--- src/logic/sfl_pkg.sv ---
package sfl_pkg;

    // Register byte addresses
    localparam logic [7:0]  ADDR_DENOM      = 8'h00;
    localparam logic [7:0]  ADDR_TIMING     = 8'h04;
    localparam logic [7:0]  ADDR_LOCK_RST   = 8'h08;
    localparam logic [7:0]  ADDR_POWER      = 8'h0c;
    localparam logic [7:0]  ADDR_STATUS     = 8'h10;

    // Control-word geometry
    localparam int          WORD_W          = 24;
    localparam int          CTRL_LSB        = 0;
    localparam int          CTRL_W          = 4;
    localparam logic [3:0]  CTRL_TIMING     = 4'hd;
    localparam logic [3:0]  CTRL_LOCK_RST   = 4'hf;

    // Fastlock timing word fields
    localparam int          TOC_LSB         = 4;
    localparam int          TOC_W           = 14;
    localparam int          CPF_LSB         = 18;
    localparam int          CPF_W           = 4;
    localparam int          CSR_LSB         = 22;
    localparam int          CSR_W           = 2;

    // Lock-detect and reset word fields
    localparam int          MAIN_TRI_BIT    = 4;
    localparam int          AUX_TRI_BIT     = 5;
    localparam int          MAIN_RST_BIT    = 6;
    localparam int          AUX_RST_BIT     = 7;
    localparam int          PRESCALE_BIT    = 13;

    // Denominator register fields
    localparam int          DEN_LO_W        = 12;
    localparam int          DEN_HI_W        = 10;
    localparam int          DEN_W           = 22;
    localparam int          DEN_WIDE_BIT    = 22;

    // Power register and status fields
    localparam int          PWR_DOWN_BIT    = 0;
    localparam int          STAT_REMAIN_LSB = 16;
    localparam int          REMAIN_W        = 15;

    // Reset values
    localparam logic [13:0] TOC_RST         = 14'h0000;
    localparam logic [3:0]  CPF_RST         = 4'h0;
    localparam logic [1:0]  CSR_RST         = 2'h0;
    localparam logic [21:0] DEN_RST         = 22'h000000;
    localparam logic        PWR_DOWN_RST    = 1'b0;

    // Timeout codes and counts
    localparam logic [13:0] TOC_HIZ         = 14'h0000;
    localparam logic [13:0] TOC_MANUAL      = 14'h0001;
    localparam logic [13:0] TOC_LOW         = 14'h0002;
    localparam logic [13:0] TOC_HIGH        = 14'h0003;
    localparam logic [13:0] TOC_MIN_AUTO    = 14'h0004;
    localparam logic [1:0]  PRESCALE_LAST   = 2'h3;
    localparam logic [2:0]  CNT_RST_CYCLES  = 3'h4;

    typedef enum logic [1:0] {
        SFL_PWR_OFF   = 2'b00,
        SFL_PWR_RESET = 2'b01,
        SFL_PWR_ON    = 2'b10
    } sfl_pwr_state_t;

endpackage

--- src/logic/sfl_timer_if.sv ---
interface sfl_timer_if;
    logic        start;
    logic        cancel;
    logic        pdTick;
    logic [14:0] loadCount;
    logic        active;
    logic [14:0] remaining;

    modport timer (
        input  start,
        input  cancel,
        input  pdTick,
        input  loadCount,
        output active,
        output remaining
    );

    modport ctrl (
        output start,
        output cancel,
        output pdTick,
        output loadCount,
        input  active,
        input  remaining
    );
endinterface

--- src/logic/sfl_fastlock_timer.sv ---
module sfl_fastlock_timer
    import sfl_pkg::*;
(
    // Clock and reset
    input  wire logic  clock,
    input  wire logic  srst,
    input  wire logic  clkEn,
    // Control side
    sfl_timer_if.timer tmr
);
    logic [REMAIN_W-1:0] remain_r;

    // Start wins over the tick of the same cycle so a retune restarts cleanly
    always_ff @(posedge clock) begin
        if (srst) begin
            remain_r <= '0;
        end else if (clkEn) begin
            if (tmr.cancel) begin
                remain_r <= '0;
            end else if (tmr.start) begin
                remain_r <= tmr.loadCount;
            end else if (tmr.pdTick && remain_r != '0) begin
                remain_r <= remain_r - 15'h0001;
            end
        end
    end

    assign tmr.active    = (remain_r != '0);
    assign tmr.remaining = remain_r;
endmodule

--- src/logic/sfl_reset_control.sv ---
// Functional notes
// - With the wide-mode bit clear the denominator is the low 12 bits and the upper ten are ignored.
// - With the wide-mode bit set the denominator joins upper ten and lower twelve bits into 22 bits.
// - Timeout codes 0, 2 and 3 disable fastlock, code 1 forces it, and codes 0 to 3 make the fastlock pin a plain three-state output.
// - Timeout codes 4 to 16383 enable fastlock and the fastlock pin shows the fastlock state.
// - Fastlock lasts twice the timeout code in comparison cycles and then ends.
// - Code 0 floats the pin, 1 drives low and forces fastlock, 2 drives low, 3 drives high.
// - The fastlock pump current multiple is the 4-bit code plus one, used during fastlock.
// - Slip reduction code 0 is off and 1, 2, 3 reduce the sample rate by 1/2, 1/4, 1/16.
// - With the prescale bit set the main comparison ticks to lock detect are divided by 4.
// - The aux counter-reset bit holds the aux counters in reset and floats the aux pump.
// - The main counter-reset bit holds the main counters in reset and floats the main pump.
// - Every power-up, by software or by the chip-enable pin, applies a counter reset.
// - The main tri-state bit floats the main pump while counters run, and resets to 0.
module sfl_reset_control
    import sfl_pkg::*;
(
    // Clock, reset and enable
    input  wire logic                  clock,
    input  wire logic                  srst,
    input  wire logic                  clkEn,
    // APB slave
    input  wire logic                  psel,
    input  wire logic                  penable,
    input  wire logic                  pwrite,
    input  wire logic [7:0]            paddr,
    input  wire logic [31:0]           pwdata,
    output logic [31:0]                prdata,
    output logic                       pready,
    output logic                       pslverr,
    // Synthesizer events, same clock
    input  wire logic                  pdTick,
    input  wire logic                  auxPdTick,
    input  wire logic                  retuneStrobe,
    // Chip-enable pin, asynchronous
    input  wire logic                  chipEnablePin,
    // Fastlock output pin
    input  wire logic                  fastlockPinIn,
    output logic                       fastlockPinOut,
    output logic                       fastlockPinOe,
    // Decoded controls to the synthesizer
    output logic [sfl_pkg::DEN_W-1:0]  fracDenominator,
    output logic                       fastlockActive,
    output logic [4:0]                 fastlockPumpMult,
    output logic                       slipReduceEnable,
    output logic [2:0]                 slipRateShift,
    output logic                       lockDetectTick,
    output logic                       auxLockDetectTick,
    output logic                       mainCounterReset,
    output logic                       mainPumpTristate,
    output logic                       auxCounterReset,
    output logic                       auxPumpTristate
);
    import sfl_pkg::*;

    sfl_timer_if tif ();

    // Programmed fields
    logic [DEN_W-1:0]   denom_r;
    logic               wideMode_r;
    logic [TOC_W-1:0]   fastlockTimeout_r;
    logic [CPF_W-1:0]   fastlockPumpCurrent_r;
    logic [CSR_W-1:0]   slipReduction_r;
    logic               lockDetectPrescale_r;
    logic               mainCounterRstBit_r;
    logic               auxCounterRstBit_r;
    logic               mainPumpTristateBit_r;
    logic               auxPumpTristateBit_r;
    logic               powerDown_r;

    // Bus decode
    logic               setupPhase;
    logic               accessWrite;
    logic               addrHit;
    logic               ctrlBad;
    logic [31:0]        readValue;
    logic               timingWrite;
    logic               lockRstWrite;

    // Pin synchronisers
    logic               ceMeta_r;
    logic               ceSync_r;
    logic               flInMeta_r;
    logic               flInSync_r;

    // Power-up sequencing
    sfl_pwr_state_t     pwrState_r;
    sfl_pwr_state_t     pwrState_nxt;
    logic [2:0]         rstHold_r;
    logic               chipOn;

    // Prescaler and fastlock
    logic [1:0]         prescaleCnt_r;
    logic               autoMode;
    logic               forceFastlock;
    logic               fastlockState;

    assign pready      = 1'b1;
    assign setupPhase  = psel && !penable;
    assign accessWrite = psel && penable && pwrite;

    // Control nibble must match the word it addresses
    always_comb begin
        addrHit = 1'b1;
        ctrlBad = 1'b0;
        case (paddr)
            ADDR_DENOM, ADDR_POWER, ADDR_STATUS: begin
                ctrlBad = 1'b0;
            end
            ADDR_TIMING: begin
                ctrlBad = pwrite && (pwdata[CTRL_LSB +: CTRL_W] != CTRL_TIMING);
            end
            ADDR_LOCK_RST: begin
                ctrlBad = pwrite && (pwdata[CTRL_LSB +: CTRL_W] != CTRL_LOCK_RST);
            end
            default: begin
                addrHit = 1'b0;
            end
        endcase
    end

    assign timingWrite  = accessWrite && paddr == ADDR_TIMING && !ctrlBad;
    assign lockRstWrite = accessWrite && paddr == ADDR_LOCK_RST && !ctrlBad;

    always_comb begin
        readValue = 32'h0000_0000;
        case (paddr)
            ADDR_DENOM: begin
                readValue[DEN_W-1:0]   = denom_r;
                readValue[DEN_WIDE_BIT] = wideMode_r;
            end
            ADDR_TIMING: begin
                readValue[CTRL_LSB +: CTRL_W] = CTRL_TIMING;
                readValue[TOC_LSB +: TOC_W]   = fastlockTimeout_r;
                readValue[CPF_LSB +: CPF_W]   = fastlockPumpCurrent_r;
                readValue[CSR_LSB +: CSR_W]   = slipReduction_r;
            end
            ADDR_LOCK_RST: begin
                readValue[CTRL_LSB +: CTRL_W] = CTRL_LOCK_RST;
                readValue[MAIN_TRI_BIT]       = mainPumpTristateBit_r;
                readValue[AUX_TRI_BIT]        = auxPumpTristateBit_r;
                readValue[MAIN_RST_BIT]       = mainCounterRstBit_r;
                readValue[AUX_RST_BIT]        = auxCounterRstBit_r;
                readValue[PRESCALE_BIT]       = lockDetectPrescale_r;
            end
            ADDR_POWER: begin
                readValue[PWR_DOWN_BIT] = powerDown_r;
            end
            ADDR_STATUS: begin
                readValue[0] = fastlockState;
                readValue[1] = flInSync_r;
                readValue[2] = mainCounterReset;
                readValue[3] = ceSync_r;
                readValue[4] = autoMode;
                readValue[STAT_REMAIN_LSB +: REMAIN_W] = tif.remaining;
            end
            default: begin
                readValue = 32'h0000_0000;
            end
        endcase
    end

    // Answer is prepared in the setup cycle so data leaves a flip-flop
    always_ff @(posedge clock) begin
        if (srst) begin
            prdata  <= 32'h0000_0000;
            pslverr <= 1'b0;
        end else if (clkEn && setupPhase) begin
            prdata  <= pwrite ? 32'h0000_0000 : readValue;
            pslverr <= !addrHit || ctrlBad;
        end
    end

    // Denominator word
    always_ff @(posedge clock) begin
        if (srst) begin
            denom_r    <= DEN_RST;
            wideMode_r <= 1'b0;
        end else if (clkEn && accessWrite && paddr == ADDR_DENOM) begin
            denom_r    <= pwdata[DEN_W-1:0];
            wideMode_r <= pwdata[DEN_WIDE_BIT];
        end
    end

    // Fastlock timing word
    always_ff @(posedge clock) begin
        if (srst) begin
            fastlockTimeout_r     <= TOC_RST;
            fastlockPumpCurrent_r <= CPF_RST;
            slipReduction_r       <= CSR_RST;
        end else if (clkEn && timingWrite) begin
            fastlockTimeout_r     <= pwdata[TOC_LSB +: TOC_W];
            fastlockPumpCurrent_r <= pwdata[CPF_LSB +: CPF_W];
            slipReduction_r       <= pwdata[CSR_LSB +: CSR_W];
        end
    end

    // Lock-detect and reset word; fixed bits are the host's concern
    always_ff @(posedge clock) begin
        if (srst) begin
            lockDetectPrescale_r  <= 1'b0;
            mainCounterRstBit_r   <= 1'b0;
            auxCounterRstBit_r    <= 1'b0;
            mainPumpTristateBit_r <= 1'b0;
            auxPumpTristateBit_r  <= 1'b0;
        end else if (clkEn && lockRstWrite) begin
            lockDetectPrescale_r  <= pwdata[PRESCALE_BIT];
            mainCounterRstBit_r   <= pwdata[MAIN_RST_BIT];
            auxCounterRstBit_r    <= pwdata[AUX_RST_BIT];
            mainPumpTristateBit_r <= pwdata[MAIN_TRI_BIT];
            auxPumpTristateBit_r  <= pwdata[AUX_TRI_BIT];
        end
    end

    always_ff @(posedge clock) begin
        if (srst) begin
            powerDown_r <= PWR_DOWN_RST;
        end else if (clkEn && accessWrite && paddr == ADDR_POWER) begin
            powerDown_r <= pwdata[PWR_DOWN_BIT];
        end
    end

    // Two-flop synchronisers for the pins
    always_ff @(posedge clock) begin
        if (srst) begin
            ceMeta_r   <= 1'b0;
            ceSync_r   <= 1'b0;
            flInMeta_r <= 1'b0;
            flInSync_r <= 1'b0;
        end else if (clkEn) begin
            ceMeta_r   <= chipEnablePin;
            ceSync_r   <= ceMeta_r;
            flInMeta_r <= fastlockPinIn;
            flInSync_r <= flInMeta_r;
        end
    end

    // Power-up from either source lands in the reset state
    assign chipOn = ceSync_r && !powerDown_r;

    always_comb begin
        pwrState_nxt = pwrState_r;
        case (pwrState_r)
            SFL_PWR_OFF: begin
                if (chipOn) begin
                    pwrState_nxt = SFL_PWR_RESET;
                end
            end
            SFL_PWR_RESET: begin
                if (!chipOn) begin
                    pwrState_nxt = SFL_PWR_OFF;
                end else if (rstHold_r == 3'h1) begin
                    pwrState_nxt = SFL_PWR_ON;
                end
            end
            SFL_PWR_ON: begin
                if (!chipOn) begin
                    pwrState_nxt = SFL_PWR_OFF;
                end
            end
            default: begin
                pwrState_nxt = SFL_PWR_OFF;
            end
        endcase
    end

    always_ff @(posedge clock) begin
        if (srst) begin
            pwrState_r <= SFL_PWR_OFF;
        end else if (clkEn) begin
            pwrState_r <= pwrState_nxt;
        end
    end

    always_ff @(posedge clock) begin
        if (srst) begin
            rstHold_r <= 3'h0;
        end else if (clkEn) begin
            if (pwrState_r == SFL_PWR_OFF && chipOn) begin
                rstHold_r <= CNT_RST_CYCLES;
            end else if (rstHold_r != 3'h0) begin
                rstHold_r <= rstHold_r - 3'h1;
            end
        end
    end

    // Counter resets and pump three-state
    always_ff @(posedge clock) begin
        if (srst) begin
            mainCounterReset <= 1'b1;
            auxCounterReset  <= 1'b1;
            mainPumpTristate <= 1'b1;
            auxPumpTristate  <= 1'b1;
        end else if (clkEn) begin
            // Powered-down counters are also kept cleared
            mainCounterReset <= mainCounterRstBit_r
                                || pwrState_nxt != SFL_PWR_ON;
            auxCounterReset  <= auxCounterRstBit_r
                                || pwrState_nxt != SFL_PWR_ON;
            mainPumpTristate <= mainCounterRstBit_r || mainPumpTristateBit_r
                                || pwrState_nxt != SFL_PWR_ON;
            auxPumpTristate  <= auxCounterRstBit_r || auxPumpTristateBit_r
                                || pwrState_nxt != SFL_PWR_ON;
        end
    end

    // Lock-detect prescaler; the aux path is never divided
    always_ff @(posedge clock) begin
        if (srst) begin
            prescaleCnt_r     <= 2'h0;
            lockDetectTick    <= 1'b0;
            auxLockDetectTick <= 1'b0;
        end else if (clkEn) begin
            auxLockDetectTick <= auxPdTick;
            if (!lockDetectPrescale_r) begin
                prescaleCnt_r  <= 2'h0;
                lockDetectTick <= pdTick;
            end else if (pdTick) begin
                prescaleCnt_r  <= prescaleCnt_r + 2'h1;
                lockDetectTick <= (prescaleCnt_r == PRESCALE_LAST);
            end else begin
                lockDetectTick <= 1'b0;
            end
        end
    end

    // Fastlock timer, started by a timing write or a retune
    assign autoMode      = fastlockTimeout_r >= TOC_MIN_AUTO;
    assign forceFastlock = fastlockTimeout_r == TOC_MANUAL;

    assign tif.pdTick    = pdTick;
    assign tif.cancel    = mainCounterReset
                           || (timingWrite ? pwdata[TOC_LSB +: TOC_W] < TOC_MIN_AUTO
                                           : !autoMode);
    assign tif.start     = (timingWrite && pwdata[TOC_LSB +: TOC_W] >= TOC_MIN_AUTO)
                           || (retuneStrobe && autoMode);
    // Count in use is twice the code
    assign tif.loadCount = timingWrite ? {pwdata[TOC_LSB +: TOC_W], 1'b0}
                                       : {fastlockTimeout_r, 1'b0};

    sfl_fastlock_timer u_timer (
        .clock (clock),
        .srst  (srst),
        .clkEn (clkEn),
        .tmr   (tif.timer)
    );

    assign fastlockState = forceFastlock || (autoMode && tif.active);

    // Fastlock pin and decoded synthesizer controls
    always_ff @(posedge clock) begin
        if (srst) begin
            fastlockPinOut <= 1'b0;
            fastlockPinOe  <= 1'b0;
        end else if (clkEn) begin
            if (autoMode) begin
                fastlockPinOut <= tif.active;
                fastlockPinOe  <= 1'b1;
            end else begin
                case (fastlockTimeout_r[1:0])
                    TOC_HIZ[1:0]: begin
                        fastlockPinOut <= 1'b0;
                        fastlockPinOe  <= 1'b0;
                    end
                    TOC_HIGH[1:0]: begin
                        fastlockPinOut <= 1'b1;
                        fastlockPinOe  <= 1'b1;
                    end
                    default: begin
                        fastlockPinOut <= 1'b0;
                        fastlockPinOe  <= 1'b1;
                    end
                endcase
            end
        end
    end

    always_ff @(posedge clock) begin
        if (srst) begin
            fastlockActive   <= 1'b0;
            fastlockPumpMult <= 5'h00;
        end else if (clkEn) begin
            fastlockActive   <= fastlockState;
            // Zero means steady-state current is in use
            fastlockPumpMult <= fastlockState
                                ? {1'b0, fastlockPumpCurrent_r} + 5'h01 : 5'h00;
        end
    end

    always_ff @(posedge clock) begin
        if (srst) begin
            slipReduceEnable <= 1'b0;
            slipRateShift    <= 3'h0;
        end else if (clkEn) begin
            slipReduceEnable <= slipReduction_r != 2'h0;
            case (slipReduction_r)
                2'h1:    slipRateShift <= 3'h1;
                2'h2:    slipRateShift <= 3'h2;
                2'h3:    slipRateShift <= 3'h4;
                default: slipRateShift <= 3'h0;
            endcase
        end
    end

    always_ff @(posedge clock) begin
        if (srst) begin
            fracDenominator <= DEN_RST;
        end else if (clkEn) begin
            fracDenominator <= wideMode_r ? denom_r
                               : {{DEN_HI_W{1'b0}}, denom_r[DEN_LO_W-1:0]};
        end
    end
endmodule

--- config.mk ---
export PLATFORM = sky130hd
export DESIGN_NAME = sfl_reset_control
export DESIGN_NICKNAME = d
export VERILOG_FILES = /design/src/logic/sfl_pkg.sv /design/src/logic/sfl_timer_if.sv /design/src/logic/sfl_fastlock_timer.sv /design/src/logic/sfl_reset_control.sv
export SDC_FILE = /design/constraint.sdc
export NUM_CORES = 1
export LEC_CHECK = 0
export BUFFER_PORTS_ARGS = -buffer_cell sky130_fd_sc_hd__buf_2
export CAP_MARGIN = 40
export CORE_MARGIN = 5
export CORE_UTILIZATION = 45
export DETAILED_ROUTE_END_ITERATION = 10
export GPL_TIMING_DRIVEN = 0
export PLACE_DENSITY_LB_ADDON = 0.1
export SLEW_MARGIN = 0
export SYNTH_ARGS = -nofsm -noshare
export SYNTH_HDL_FRONTEND = slang
export SYNTH_HIERARCHICAL = 1
export SYNTH_SLANG_ARGS = --single-unit
--- constraint.sdc ---
create_clock -name clock -period 3.8 [get_ports clock]
set_input_delay 0.57 -clock clock [delete_from_list [all_inputs] [get_ports clock]]
set_output_delay 0.57 -clock clock [all_outputs]
set_load 0.02 [all_outputs]
==> run metrics <==
main flop type after synthesis=dfxtp_1; hold path endpoint=auxLockDetectTick; Post-DP HPWL=17.5 mm; sequential share of the synthesized area=0.429; Final Util=0.546; setup bufs post-CTS=0; Hold Path Stages=3; #FFs+latches synth=147; final clock skew=10.3 ps; core area=15100 sq um; Worst-path clk slew=60 ps; # H-tree levels=4; leakage=0.00323 uW; clk root buf=clkbuf_16; Crit path required time=4100 ps; drt pass-1 iters=5; Cell Rows=45; dpl cell area=7670 sq um; ys async rst share=0; max-slew violations=0; initial antenna violation count=1; max cap viols=0; Post-CTS Hold Buffers=0; Die W=134 um; via/cell ratio=5.89; Internal=2620 uW; chip height=134 um; CTS tree=built; io pins=125; maximum clock rate=281 MHz; Setup Viol. Count Final=0; Post-synth EDFFs=0; share of cells above drive strength 1=0.206; Die ar.=17800 sq um; RSZ-0062 raised after global routing=no; fin crit share=0.937; Initial Util=0.455; r2r startpoint=fastlockTimeout_r[8]; Total GRT Usage=0.261; Slew headroom=0.457; Crit path arrival time=3870 ps; worst r2r path cells=10; hold wc startpoint=auxPdTick; Tot Pwr=3500 uW; Clock Sinks=147; CTS resizes=2; aggregate routed wire length=23.5 mm; final hold slack=383 ps; Netlist cell types=71; Comb power frac=0.084; clock share of power=0.467; Layout Nets=997; Avg Cell Area, Syn=8.49 sq um; switch share=0.253; Area Growth Syn to Fin=20.1%; Min-Delay Path Class=in -> reg; GPL Wtd Cong=0.958; worst-skew pair later-pin latency=430 ps; Tmin final=3560 ps; Cells after Synth=809; outcome=completed; Sequential Power Share=0.449; FILL cells=1480; Antenna Cells=0; crit path launch type=input port; wire per inst=20.6 um; Final Hold Viols=0; Iteration-0 DRC Markers=784; Port Buffer Count=111; via count=6712; maximum root-to-sink buffer count=2; YS warnings=6; Critical Path Sink Type=register; placed instance count=1110; post-route ant nets=0; Finished Cell Area=8240 sq um; CTS Buf Count=17; Psw=887 uW; largest net degree at the start of global routing=17; Worst Setup Path Type=in -> reg; synthesized area=6870 sq um; Reg-to-Reg End=u_timer/tmr.remaining[8]; first-pass GRT wire length=36.1 mm; vias in the first global route=6113; Cell Pwr Density=425 nW/um^2; r2r setup slk=810 ps; worst-path fanout max=10; Peak VDD IR=0.309 mV; DRC Markers=0; Worst-Margin Slew=808 ps; total grt overflow=0; Non-Filler Instances=1140
[synthesized netlist by cell type, types with 6 or more instances]
library cell	number	area, sq um
clkbuf_1	38	143
nor2b_1	6	37.5
o41ai_1	6	52.6
nor2_1	69	259
nand3_1	43	215
a21oi_1	79	395
or4_1	6	45.0
nor4_1	11	68.8
ha_1	6	75.1
mux2i_1	31	310
a22oi_1	27	203
buf_2	7	35.0
nand2_1	108	405
nor3_1	11	55.1
buf_1	9	33.8
mux2_4	9	135
a22o_1	17	149
o21ai_0	49	245
inv_1	12	45.0
dfxtp_1	147	2940
[critical path, cell delays in order]
cell and delay, ps:
buf_2 120, or4_1 500, buf_2 190, nor4_2 460
nand2b_1 100, clkbuf_1 190, a211o_1 390, or2_2 410
o21ai_1 280, o21bai_4 210, buf_8 150, mux2i_1 230
o21ai_2 60
[power by group through the flow]
stage	Clock, uW	Combinational (uW)	Sequential (uW)
6_report	1640	296	1570
3_3_place_gp	0	288	1610
4_1_cts	1650	290	1570
5_1_grt	1730	325	1570
2_1_floorplan	0	178	1610
3_5_place_dp	0	288	1610
[registers in the layout (all words and copies together) (netlist names), 2 cells and up]
name,flops
slipReduction_r,2
fracDenominator,22
rstHold_r,3
fastlockPumpCurrent_r,4
fastlockTimeout_r,14
prescaleCnt_r,2
prdata,31
pwrState_r,2
fastlockPumpMult,5
u_timer/tmr.remaining,15
denom_r,22
slipRateShift,3
[layout make-up]
type / instances / area [sq um] / share of cell area
Buffer: 60 / 277 / 0.0335
Clock buffer: 21 / 470 / 0.0571
Clock inverter: 10 / 100 / 0.0121
Inverter: 12 / 45.0 / 0.00546
Multi-Input combinational cell: 590 / 3610 / 0.438
Sequential cell: 147 / 2940 / 0.357
Tap cell: 188 / 235 / 0.0285
Timing Repair Buffer: 112 / 563 / 0.0683
[per-stage QoR]
step	setup TNS, ps	worst slack [ps]
2_1_floorplan	0	93.4
3_3_place_gp	-5860	-512
3_5_place_dp	-6160	-524
4_1_cts	0	30.8
5_1_grt	0	69.7
6_report	0	238
[worst max path at each step]
stage,endpoint,startpoint,slack (ps),cells past startpoint
final,u_timer/tmr.remaining[8],paddr[1],240,13
after detailed placement,u_timer/tmr.remaining[8],paddr[1],-520,14
after CTS,u_timer/tmr.remaining[1],paddr[1],30,13
after global placement,u_timer/tmr.remaining[8],paddr[1],-510,14
after global routing,u_timer/tmr.remaining[8],paddr[1],70,13
after floorplan,u_timer/tmr.remaining[1],paddr[1],90,12
[cells in the final DEF, fill, tap and decap left out, drive strengths merged, types with 5 or more instances in the layout]
master and instances:
nor3 11, nor2 70, nand3 43, o21ai 50, or3 5, mux2 14, nand2 108, nor4 15
ha 6, a22o 17, clkbuf 58, nand3b 5, mux2i 31, dfxtp 147, o32ai 5, clkinv 5
o41ai 6, inv 15, nand2b 5, a21oi 79, a22oi 27, buf 135, or4 10, nor2b 6
nand4 5
[kinds of logic after synthesis]
group,Yosys count,synth area share
DFF,147,0.429
other,2,0.00109
muxes,45,0.0731
adders and majority gates,7,0.0124
xor gates and xnor gates,6,0.00765
and+or+nand+nor,306,0.221
AOI/OAI and AO/OA,223,0.208
buffers and inverters,73,0.0472
[per-layer routing]
layer,GRT usage,vias to the layer above,wire length (um)
li1,-,3191,-
met1,0.382,3180,10700
met2,0.379,305,10100
met3,0.0710,34,2230
met4,0.0731,2,422
met5,0,-,11
No activity file was read; power rests on OpenSTA's default activity.
